`src/hdl/breaker_pkg.sv`:
```
// Purpose: shared constants and carriers for the two-slot breaker logic
// Assumes: one 40 MHz clock, synchronous active-high reset
// Notes: cycle counts derive from the printed times and the clock rate
package breaker_pkg;

  // ****************************************************************
  // clock and timing
  // ****************************************************************
  localparam int CLK_KHZ = 40_000;
  localparam int DIGITAL_TRIP_DELAY_MS = 40;
  localparam int AUTO_RETRY_DELAY_MS = 820;
  localparam int LATCH_DEBOUNCE_MS = 10;
  localparam int CNT_W = 26;
  localparam logic [CNT_W-1:0] DIGITAL_TRIP_CYCLES = CNT_W'(CLK_KHZ * DIGITAL_TRIP_DELAY_MS);
  localparam logic [CNT_W-1:0] AUTO_RETRY_CYCLES = CNT_W'(CLK_KHZ * AUTO_RETRY_DELAY_MS);
  localparam logic [CNT_W-1:0] LATCH_DEBOUNCE_CYCLES = CNT_W'(CLK_KHZ * LATCH_DEBOUNCE_MS);
  localparam logic [CNT_W-1:0] CNT_RESET = 26'h0000000;
  localparam int NUM_SLOTS = 2;

  // ****************************************************************
  // per-slot carriers
  // ****************************************************************
  typedef struct packed {
    logic main_req;          // main rails request, high = on
    logic aux_rail_request;  // aux rail request, high = on
    logic card_latch_sw_n;   // card latch switch, low = latched
    logic supply_12v_ok;     // main_supply_12v_in above lockout
    logic supply_3v_ok;      // main_supply_3v_in above lockout
    logic standby_ok;        // standby_supply_in present
    logic main_ilim;         // main current above limit threshold
    logic main_fast;         // main sense above fast_trip_level
    logic aux_ilim;          // aux rail in current regulation
    logic cap_expired;       // trip_delay_cap_pin reached its threshold
    logic cap_grounded;      // trip_delay_cap_pin tied to ground
  } slot_pins_t;

  typedef struct packed {
    logic main_rail_en;      // gate enable for both main rails
    logic aux_rail_out;      // aux rail switch enable
    logic main_fault_n;      // main fault, low = asserted
    logic aux_fault_n;       // aux fault, low = asserted
    logic cap_charge;        // start charging the trip_delay_cap_pin
    logic standby;           // slot in standby operation
  } slot_status_t;

  localparam slot_status_t STATUS_RESET = '{1'b0, 1'b0, 1'b1, 1'b1, 1'b0, 1'b0};

endpackage

```
`src/hdl/pin_sync.sv`:
```
// Purpose: two-flop synchroniser for a vector of asynchronous pins
// Assumes: each bit is an independent level
// Notes: first stage feeds only the second stage
`timescale 1ns/1ps
module pin_sync #(
  parameter int WIDTH = 1
) (
  input wire logic clk_in,
  input wire logic sys_rst_in,
  input wire logic [WIDTH-1:0] async_in,
  output logic [WIDTH-1:0] sync_out
);

  logic [WIDTH-1:0] meta_q;

  always_ff @(posedge clk_in) begin
    if (sys_rst_in) begin
      meta_q <= '0;
      sync_out <= '0;
    end else begin
      meta_q <= async_in;
      sync_out <= meta_q;
    end
  end

endmodule

```
`src/hdl/slot_breaker.sv`:
```
// Purpose: fault and circuit-breaker sequencing for two card slots
// Assumes: comparator and request pins are asynchronous; one 40 MHz clock
// Notes: long counts are top parameters so a simulation can shorten them
`timescale 1ns/1ps
module slot_breaker
  import breaker_pkg::*;
#(
  parameter logic [CNT_W-1:0] DIGITAL_TRIP_P = DIGITAL_TRIP_CYCLES,
  parameter logic [CNT_W-1:0] AUTO_RETRY_P = AUTO_RETRY_CYCLES,
  parameter logic [CNT_W-1:0] LATCH_DEBOUNCE_P = LATCH_DEBOUNCE_CYCLES
) (
  input wire logic clk_in,
  input wire logic sys_rst_in,
  input wire slot_pins_t [NUM_SLOTS-1:0] slot_pins_in,
  input wire logic over_temp_140_in,
  input wire logic over_temp_160_in,
  input wire logic auto_retry_mode_in,
  output slot_status_t [NUM_SLOTS-1:0] slot_status_out,
  output logic irq_n_out
);

  // ****************************************************************
  // helpers
  // ****************************************************************
  function automatic logic fell(input logic prev, input logic cur);
    fell = prev & ~cur;
  endfunction

  function automatic logic cnt_last(input logic [CNT_W-1:0] cnt,
                                    input logic [CNT_W-1:0] limit);
    cnt_last = (cnt == limit - 26'h0000001);
  endfunction

  // sticky flag: a set in the same cycle as the clear wins
  function automatic logic sticky(input logic set, input logic hold,
                                  input logic clr);
    sticky = set | (hold & ~clr);
  endfunction

  // ****************************************************************
  // synchronisers
  // ****************************************************************
  localparam int PIN_W = $bits(slot_pins_t) * NUM_SLOTS + 3;

  logic [PIN_W-1:0] pins_sync;
  slot_pins_t [NUM_SLOTS-1:0] pin_s;
  logic hot_140_s;
  logic hot_160_s;
  logic retry_mode_s;
  logic [NUM_SLOTS-1:0] irq_pend;

  pin_sync #(
    .WIDTH(PIN_W)
  ) u_sync (
    .clk_in(clk_in),
    .sys_rst_in(sys_rst_in),
    .async_in({slot_pins_in, over_temp_140_in, over_temp_160_in, auto_retry_mode_in}),
    .sync_out(pins_sync)
  );

  assign {pin_s, hot_140_s, hot_160_s, retry_mode_s} = pins_sync;

  // ****************************************************************
  // per-slot breaker
  // ****************************************************************
  for (genvar i = 0; i < NUM_SLOTS; i++) begin : g_slot
    logic main_req_prev_q;
    logic aux_req_prev_q;
    logic [CNT_W-1:0] debounce_cnt_q;
    logic latch_ok_q;
    logic [CNT_W-1:0] dig_cnt_q;
    logic [CNT_W-1:0] aux_cnt_q;
    logic [CNT_W-1:0] retry_cnt_q;
    logic main_trip_q;
    logic main_trip_d;
    logic aux_trip_q;
    logic aux_trip_d;
    logic main_en_q;
    logic main_en_d;
    logic aux_en_q;
    logic aux_en_d;
    logic main_fault_q;
    logic aux_fault_q;
    logic irq_q;
    logic main_fault_d;
    logic aux_fault_d;
    logic irq_d;
    logic standby;
    logic main_fell;
    logic aux_fell;
    logic ilim_active;
    logic analog_done;
    logic digital_done;
    logic main_trip_ev;
    logic aux_ilim_active;
    logic aux_trip_ev;
    logic retry_done;

    // edge detection of the synchronised requests
    always_ff @(posedge clk_in) begin
      if (sys_rst_in) begin
        main_req_prev_q <= 1'b0;
        aux_req_prev_q <= 1'b0;
      end else begin
        main_req_prev_q <= pin_s[i].main_req;
        aux_req_prev_q <= pin_s[i].aux_rail_request;
      end
    end

    assign main_fell = fell(main_req_prev_q, pin_s[i].main_req);
    assign aux_fell = fell(aux_req_prev_q, pin_s[i].aux_rail_request);

    // card latch debounce: must stay low for the full count
    always_ff @(posedge clk_in) begin
      if (sys_rst_in || pin_s[i].card_latch_sw_n) begin
        debounce_cnt_q <= CNT_RESET;
        latch_ok_q <= 1'b0;
      end else if (cnt_last(debounce_cnt_q, LATCH_DEBOUNCE_P)) begin
        latch_ok_q <= 1'b1;
      end else begin
        debounce_cnt_q <= debounce_cnt_q + 26'h0000001;
      end
    end

    assign standby = ~(pin_s[i].supply_12v_ok & pin_s[i].supply_3v_ok);

    // ****************************************************************
    // overcurrent and thermal trips
    // ****************************************************************
    // primary overcurrent: analog and digital delays race
    assign ilim_active = main_en_q & pin_s[i].main_ilim;
    // a grounded cap pin reads as expired at once, so it is ignored
    assign analog_done = pin_s[i].cap_expired & ~pin_s[i].cap_grounded;
    assign digital_done = cnt_last(dig_cnt_q, DIGITAL_TRIP_P);

    always_ff @(posedge clk_in) begin
      if (sys_rst_in || !ilim_active) begin
        dig_cnt_q <= CNT_RESET;
      end else if (!digital_done) begin
        dig_cnt_q <= dig_cnt_q + 26'h0000001;
      end
    end

    assign main_trip_ev = main_en_q & (
      (ilim_active & (analog_done | digital_done)) |
      pin_s[i].main_fast |
      standby);

    // aux overcurrent: timer only, no fast path
    assign aux_ilim_active = aux_en_q & pin_s[i].aux_ilim;

    always_ff @(posedge clk_in) begin
      if (sys_rst_in || !aux_ilim_active) begin
        aux_cnt_q <= CNT_RESET;
      end else if (!cnt_last(aux_cnt_q, DIGITAL_TRIP_P)) begin
        aux_cnt_q <= aux_cnt_q + 26'h0000001;
      end
    end

    // thermal: only a slot whose aux rail is in overcurrent is shut down
    assign aux_trip_ev = aux_ilim_active & (cnt_last(aux_cnt_q, DIGITAL_TRIP_P) |
                                            hot_140_s |
                                            hot_160_s);

    // auto-retry counter runs while tripped in the retry variant
    assign retry_done = retry_mode_s & cnt_last(retry_cnt_q, AUTO_RETRY_P);

    always_ff @(posedge clk_in) begin
      if (sys_rst_in || !retry_mode_s || !(main_trip_q || aux_trip_q)) begin
        retry_cnt_q <= CNT_RESET;
      end else if (!retry_done) begin
        retry_cnt_q <= retry_cnt_q + 26'h0000001;
      end
    end

    // trip flags: a new trip wins over any clear in the same cycle
    always_comb begin
      main_trip_d = main_trip_q;
      aux_trip_d = aux_trip_q;
      if (main_fell || retry_done || !pin_s[i].standby_ok) begin
        main_trip_d = 1'b0;
      end
      if (aux_fell || retry_done || !pin_s[i].standby_ok) begin
        aux_trip_d = 1'b0;
      end
      if (main_trip_ev) begin
        main_trip_d = 1'b1;
      end
      if (aux_trip_ev) begin
        aux_trip_d = 1'b1;
      end
    end

    // an aux trip also holds the main rails off until aux is cycled, a retry completes or standby_ok drops
    assign main_en_d = pin_s[i].main_req & latch_ok_q & ~standby &
                       ~main_trip_d & ~aux_trip_d;
    assign aux_en_d = pin_s[i].aux_rail_request & latch_ok_q &
                      pin_s[i].standby_ok & ~aux_trip_d;

    always_ff @(posedge clk_in) begin
      if (sys_rst_in) begin
        main_trip_q <= 1'b0;
        aux_trip_q <= 1'b0;
      end else begin
        main_trip_q <= main_trip_d;
        aux_trip_q <= aux_trip_d;
      end
    end

    always_ff @(posedge clk_in) begin
      if (sys_rst_in) begin
        main_en_q <= 1'b0;
        aux_en_q <= 1'b0;
      end else begin
        main_en_q <= main_en_d;
        aux_en_q <= aux_en_d;
      end
    end

    // ****************************************************************
    // fault and interrupt flags
    // ****************************************************************
    // next values feed both the flags and the output registers, so a
    // fault pin and the shared interrupt move on the same edge
    assign main_fault_d = sticky(main_trip_ev, main_fault_q, main_fell);
    assign aux_fault_d = sticky(aux_trip_ev, aux_fault_q, aux_fell);
    assign irq_d = sticky(main_trip_ev | aux_trip_ev, irq_q,
                          main_fell | aux_fell);
    assign irq_pend[i] = irq_d;

    always_ff @(posedge clk_in) begin
      if (sys_rst_in) begin
        main_fault_q <= 1'b0;
      end else begin
        main_fault_q <= main_fault_d;
      end
    end

    always_ff @(posedge clk_in) begin
      if (sys_rst_in) begin
        aux_fault_q <= 1'b0;
      end else begin
        aux_fault_q <= aux_fault_d;
      end
    end

    always_ff @(posedge clk_in) begin
      if (sys_rst_in) begin
        irq_q <= 1'b0;
      end else begin
        irq_q <= irq_d;
      end
    end

    // ****************************************************************
    // slot outputs
    // ****************************************************************
    always_ff @(posedge clk_in) begin
      if (sys_rst_in) begin
        slot_status_out[i] <= STATUS_RESET;
      end else begin
        slot_status_out[i].main_rail_en <= main_en_d;
        slot_status_out[i].aux_rail_out <= aux_en_d;
        slot_status_out[i].main_fault_n <= ~main_fault_d;
        slot_status_out[i].aux_fault_n <= ~aux_fault_d;
        slot_status_out[i].cap_charge <= main_en_d & pin_s[i].main_ilim;
        slot_status_out[i].standby <= standby;
      end
    end
  end

  // ****************************************************************
  // shared interrupt
  // ****************************************************************
  // active low; takes the next pending values so it lands with the fault
  always_ff @(posedge clk_in) begin
    if (sys_rst_in) begin
      irq_n_out <= 1'b1;
    end else begin
      irq_n_out <= ~(|irq_pend);
    end
  end

endmodule

```
`config.mk`:
```
export PLATFORM = sky130hd
export DESIGN_NAME = slot_breaker
export DESIGN_NICKNAME = d
export VERILOG_FILES = /design/src/hdl/breaker_pkg.sv /design/src/hdl/pin_sync.sv /design/src/hdl/slot_breaker.sv
export SDC_FILE = /design/constraint.sdc
export NUM_CORES = 1
export LEC_CHECK = 0
export BUFFER_PORTS_ARGS = -buffer_cell sky130_fd_sc_hd__buf_2
export CORE_ASPECT_RATIO = 0.9
export CORE_MARGIN = 1.5
export CORE_UTILIZATION = 35
export DETAILED_ROUTE_END_ITERATION = 10
export PLACE_DENSITY = 0.57
export RECOVER_POWER = 25
export SLEW_MARGIN = 20
export SYNTH_ARGS = -nofsm -noshare
export SYNTH_HDL_FRONTEND = slang
export SYNTH_SLANG_ARGS = --single-unit
```
`constraint.sdc`:
```
create_clock -name clk_in -period 2.3 [get_ports clk_in]
set_clock_uncertainty 0.1 [all_clocks]
set_input_delay 0.46 -clock clk_in [delete_from_list [all_inputs] [get_ports clk_in]]
set_output_delay 0.46 -clock clk_in [all_outputs]
set_load 0.01 [all_outputs]
```
==> run_results.csv <==
group,metric,value,unit
detailed_routing,viasPerCell,4.75,
timing,worstMarginPinSlew,1.25,ns
detailed_routing,drtAntennaViolNets,0,
critical_path,crit_chain,"ha_1 -> and3_2 -> nand2_2 -> or4_4 -> nand4_2 -> nand4b_4 -> nor4_2",
timing,hold_viol_final,0,
cts,htreeDepth,1,
timing,rsz0062_at_grt,"no",
cts,cts_buffers,31,
critical_path,crit_arrival,2.54,ns
worst_hold_path,hold_start,"slot_pins_in[4]",
critical_path,critical_path_required,2.67,ns
synth,synth_common_cells,"dfxtp_1 (287), nor2_1 (206), xor2_1 (94)",
die,start_util,0.354,
cts,cts_root_buf,"clkbuf_16",
global_route,track_usage,0.133,
synth,synth-edff-count,0,
critical_path,r2r_start,"g_slot[1].retry_cnt_q[0]",
timing,fin_tns_setup,0,ns
outcome,status,"finished, final reports clean",
final_layout,nFillCells,3361,
critical_path,worstSetupPathType,"flop to flop",
worst_hold_path,min_to,"u_sync.meta_q[7]",
critical_path,reg2reg_slack,0.13,ns
synth,synth_nets,1364,
synth,yosys-top-cells-area,"dfxtp_1 (48%), xor2_1 (6.9%), nor2_1 (6.5%), xnor2_1 (5.8%), nand3_1 (3.6%)",
critical_path,slowest_stage,"or4_4",
synth,synth_top_area_frac,0.479,
synth,syn-instance-count,1329,
cts,numClockSinks,287,
synth,yosys.cell_count.top_type,"dfxtp_1",
synth,synth_top_area_cell,"dfxtp_1",
critical_path,startpoint,"g_slot[1].retry_cnt_q[0]",
die,dieHeight,179,um
cts,clock_latency,0.56,ns
critical_path,end_kind,"flop",
detailed_routing,dr.pass1.iters,5,
detailed_routing,wl,23.6,mm
global_route,grt-ovfl-total,0,
timing,max_freq,461,MHz
critical_path,r2r_end,"slot_status_out[7]",
die,dieArea,35400,um2
cts,post-cts-setup-buffer-count,0,
final_layout,drive_above_1_share,0.112,
pwr,max-vdd-ir-drop,645,uV
timing,setup_violations,0,
worst_hold_path,min_path_type,"input port to flop",
die,num_rows,64,
pwr,power_density,741,nW/um2
timing,slew_viol_final,0,
cts,cts.path.max_buffers,3,
pwr,power.total,0.0104,W
critical_path,r2r_cells,7,
timing,slew_headroom,0.164,
die,io_pins,40,
final_layout,fin_nets,1447,
cts,clk_pin_slew,0.06,ns
critical_path,max_stage_delay,0.60,ns
global_route,grt_max_degree,28,
synth,synth_ff_type,"dfxtp_1",
cts,cts_tree,"built",
synth,ys_types,58,
run,maxCapViolations,0,
critical_path,cp_max_fo,8,
critical_path,start_kind,"flop",
timing,period_needed,2.17,ns
placed_design,port-buffer-count,39,
synth,synth_seq_cells,287,
synth,yosys_warnings,0,
synth,ys_seq_area_frac,0.479,
timing,finalCritPeriodShare,0.944,
die,die_w,198,um
worst_hold_path,holdPathStages,2,
synth,syn_area,12000,um2
detailed_routing,wl_per_cell,12.4,um
placed_design,globalplace.congestion,0.784,
pwr,leakage,4.65,nW
synth,ys_async_sr_fraction,0,
global_route,grt_antenna_before_repair,0,
detailed_routing,drt_drc_violations_left,0,
global_route,grt_pass1_wl,39.7,mm
detailed_routing,dr.first_iter.drc_count,530,
final_layout,area_delta_synth_final,17.4,%
detailed_routing,vias,9005,
placed_design,post-dp-hpwl,16.2,mm
die,core,33900,um2
global_route,grt_pass1_vias,8304,
synth,synth_area_per_cell,9.02,um2
## logic make-up (layout without fill, tap and decap cells)
group           after synthesis  after routing  synth area share
flops                       287            287             0.479
buf+inv                      67            172            0.0237
mux                           7              7           0.00585
simple gates                711            711             0.319
xor+xnor                    173            173             0.126
fa+ha+maj                     8              8           0.00835
compound gates               76             76            0.0375
other cells                   0              1                 0
## state kept, by name, indices dropped and copies added (netlist names)
signal                  flops
g_slot.debounce_cnt_q      52
g_slot.main_req_prev_q      2
irq_n_out                   1
g_slot.aux_trip_q           2
g_slot.dig_cnt_q           52
g_slot.latch_ok_q           2
g_slot.irq_q                2
u_sync.meta_q              25
g_slot.main_trip_q          2
g_slot.main_fault_q         2
slot_status_out            12
g_slot.aux_cnt_q           52
g_slot.aux_fault_q          2
g_slot.aux_req_prev_q       2
u_sync.sync_out            25
g_slot.retry_cnt_q         52
## cell usage in the layout (no fill, tap or decap), types with 33 or more instances in the layout
cell / netlist / layout
xor2_1: 94 / 94
nor2b_1: 59 / 59
nor2_1: 206 / 206
a21oi_1: 35 / 35
nand3_1: 87 / 87
nor3_1: 52 / 51
nand4_1: 55 / 55
xnor2_1: 79 / 79
buf_4: 5 / 37
buf_2: 4 / 33
nand2_1: 84 / 84
dfxtp_1: 287 / 287
## metal layers
| metal | part of all wire | vias up | track usage | wire [um] |
|---|---|---|---|---|
| met3 | 0.034 | 30 | 0.0208 | 808 |
| met1 | 0.52 | 4127 | 0.191 | 12400 |
| met5 | 0 | - | 0 | 0 |
| li1 | - | 4742 | - | - |
| met4 | 0.017 | 0 | 0.0350 | 399 |
| met2 | 0.42 | 106 | 0.207 | 10000 |
## layout make-up
class	instances	area, um2	area share
Antenna cell	1	2.50	0.000178
Clock buffer	38	832	0.0592
Clock inverter	17	239	0.0170
Inverter	24	90.1	0.00640
Multi-Input combinational cell	975	5980	0.425
Sequential cell	287	5750	0.408
Tap cell	462	578	0.0411
Timing Repair Buffer	93	598	0.0425
## worst max path at each step
stage / end / depth (start not counted)
2_1_floorplan: slot_status_out[7] / 7
3_3_place_gp: slot_status_out[7] / 7
3_5_place_dp: slot_status_out[7] / 7
4_1_cts: slot_status_out[7] / 7
5_1_grt: slot_status_out[7] / 7
6_report: slot_status_out[7] / 7
## where the power goes
part	internal (W)	total, W	switching (W)
clock network	0.00322	0.00523	0.00201
registers	0.00502	0.00505	0.0000276
logic	0.0000670	0.000137	0.0000697
total	0.00831	0.0104	0.00210
## stage by stage
step	hold WS (ns)	std cells	instance area [um2]	setup WS [ns]	utilization
4_1_cts	0.00118	1896	14100	0.0971	0.415
2_1_floorplan	0.313	1329	12000	0.292	-
3_3_place_gp	0.319	1831	12900	0.162	0.381
6_report	0.0179	1897	14100	0.129	0.415
3_5_place_dp	0.320	1831	12900	0.112	0.381
5_1_grt	0.00912	1896	14100	0.00376	0.415
## critical path: cells and delay by family, from the launching register on
kind / cells / cell delay, ns
fa+ha+maj: 1 / 0.18
flops: 1 / 0.38
simple gates: 6 / 1.43
## repair_timing
item | in CTS | in global routing
setup endpoints to repair | 0 | 7
hold endpoints to repair | 10 | 0
hold buffers | 10 | 0
resized for setup | 0 | 4
Power figures use the tool's default switching activity.
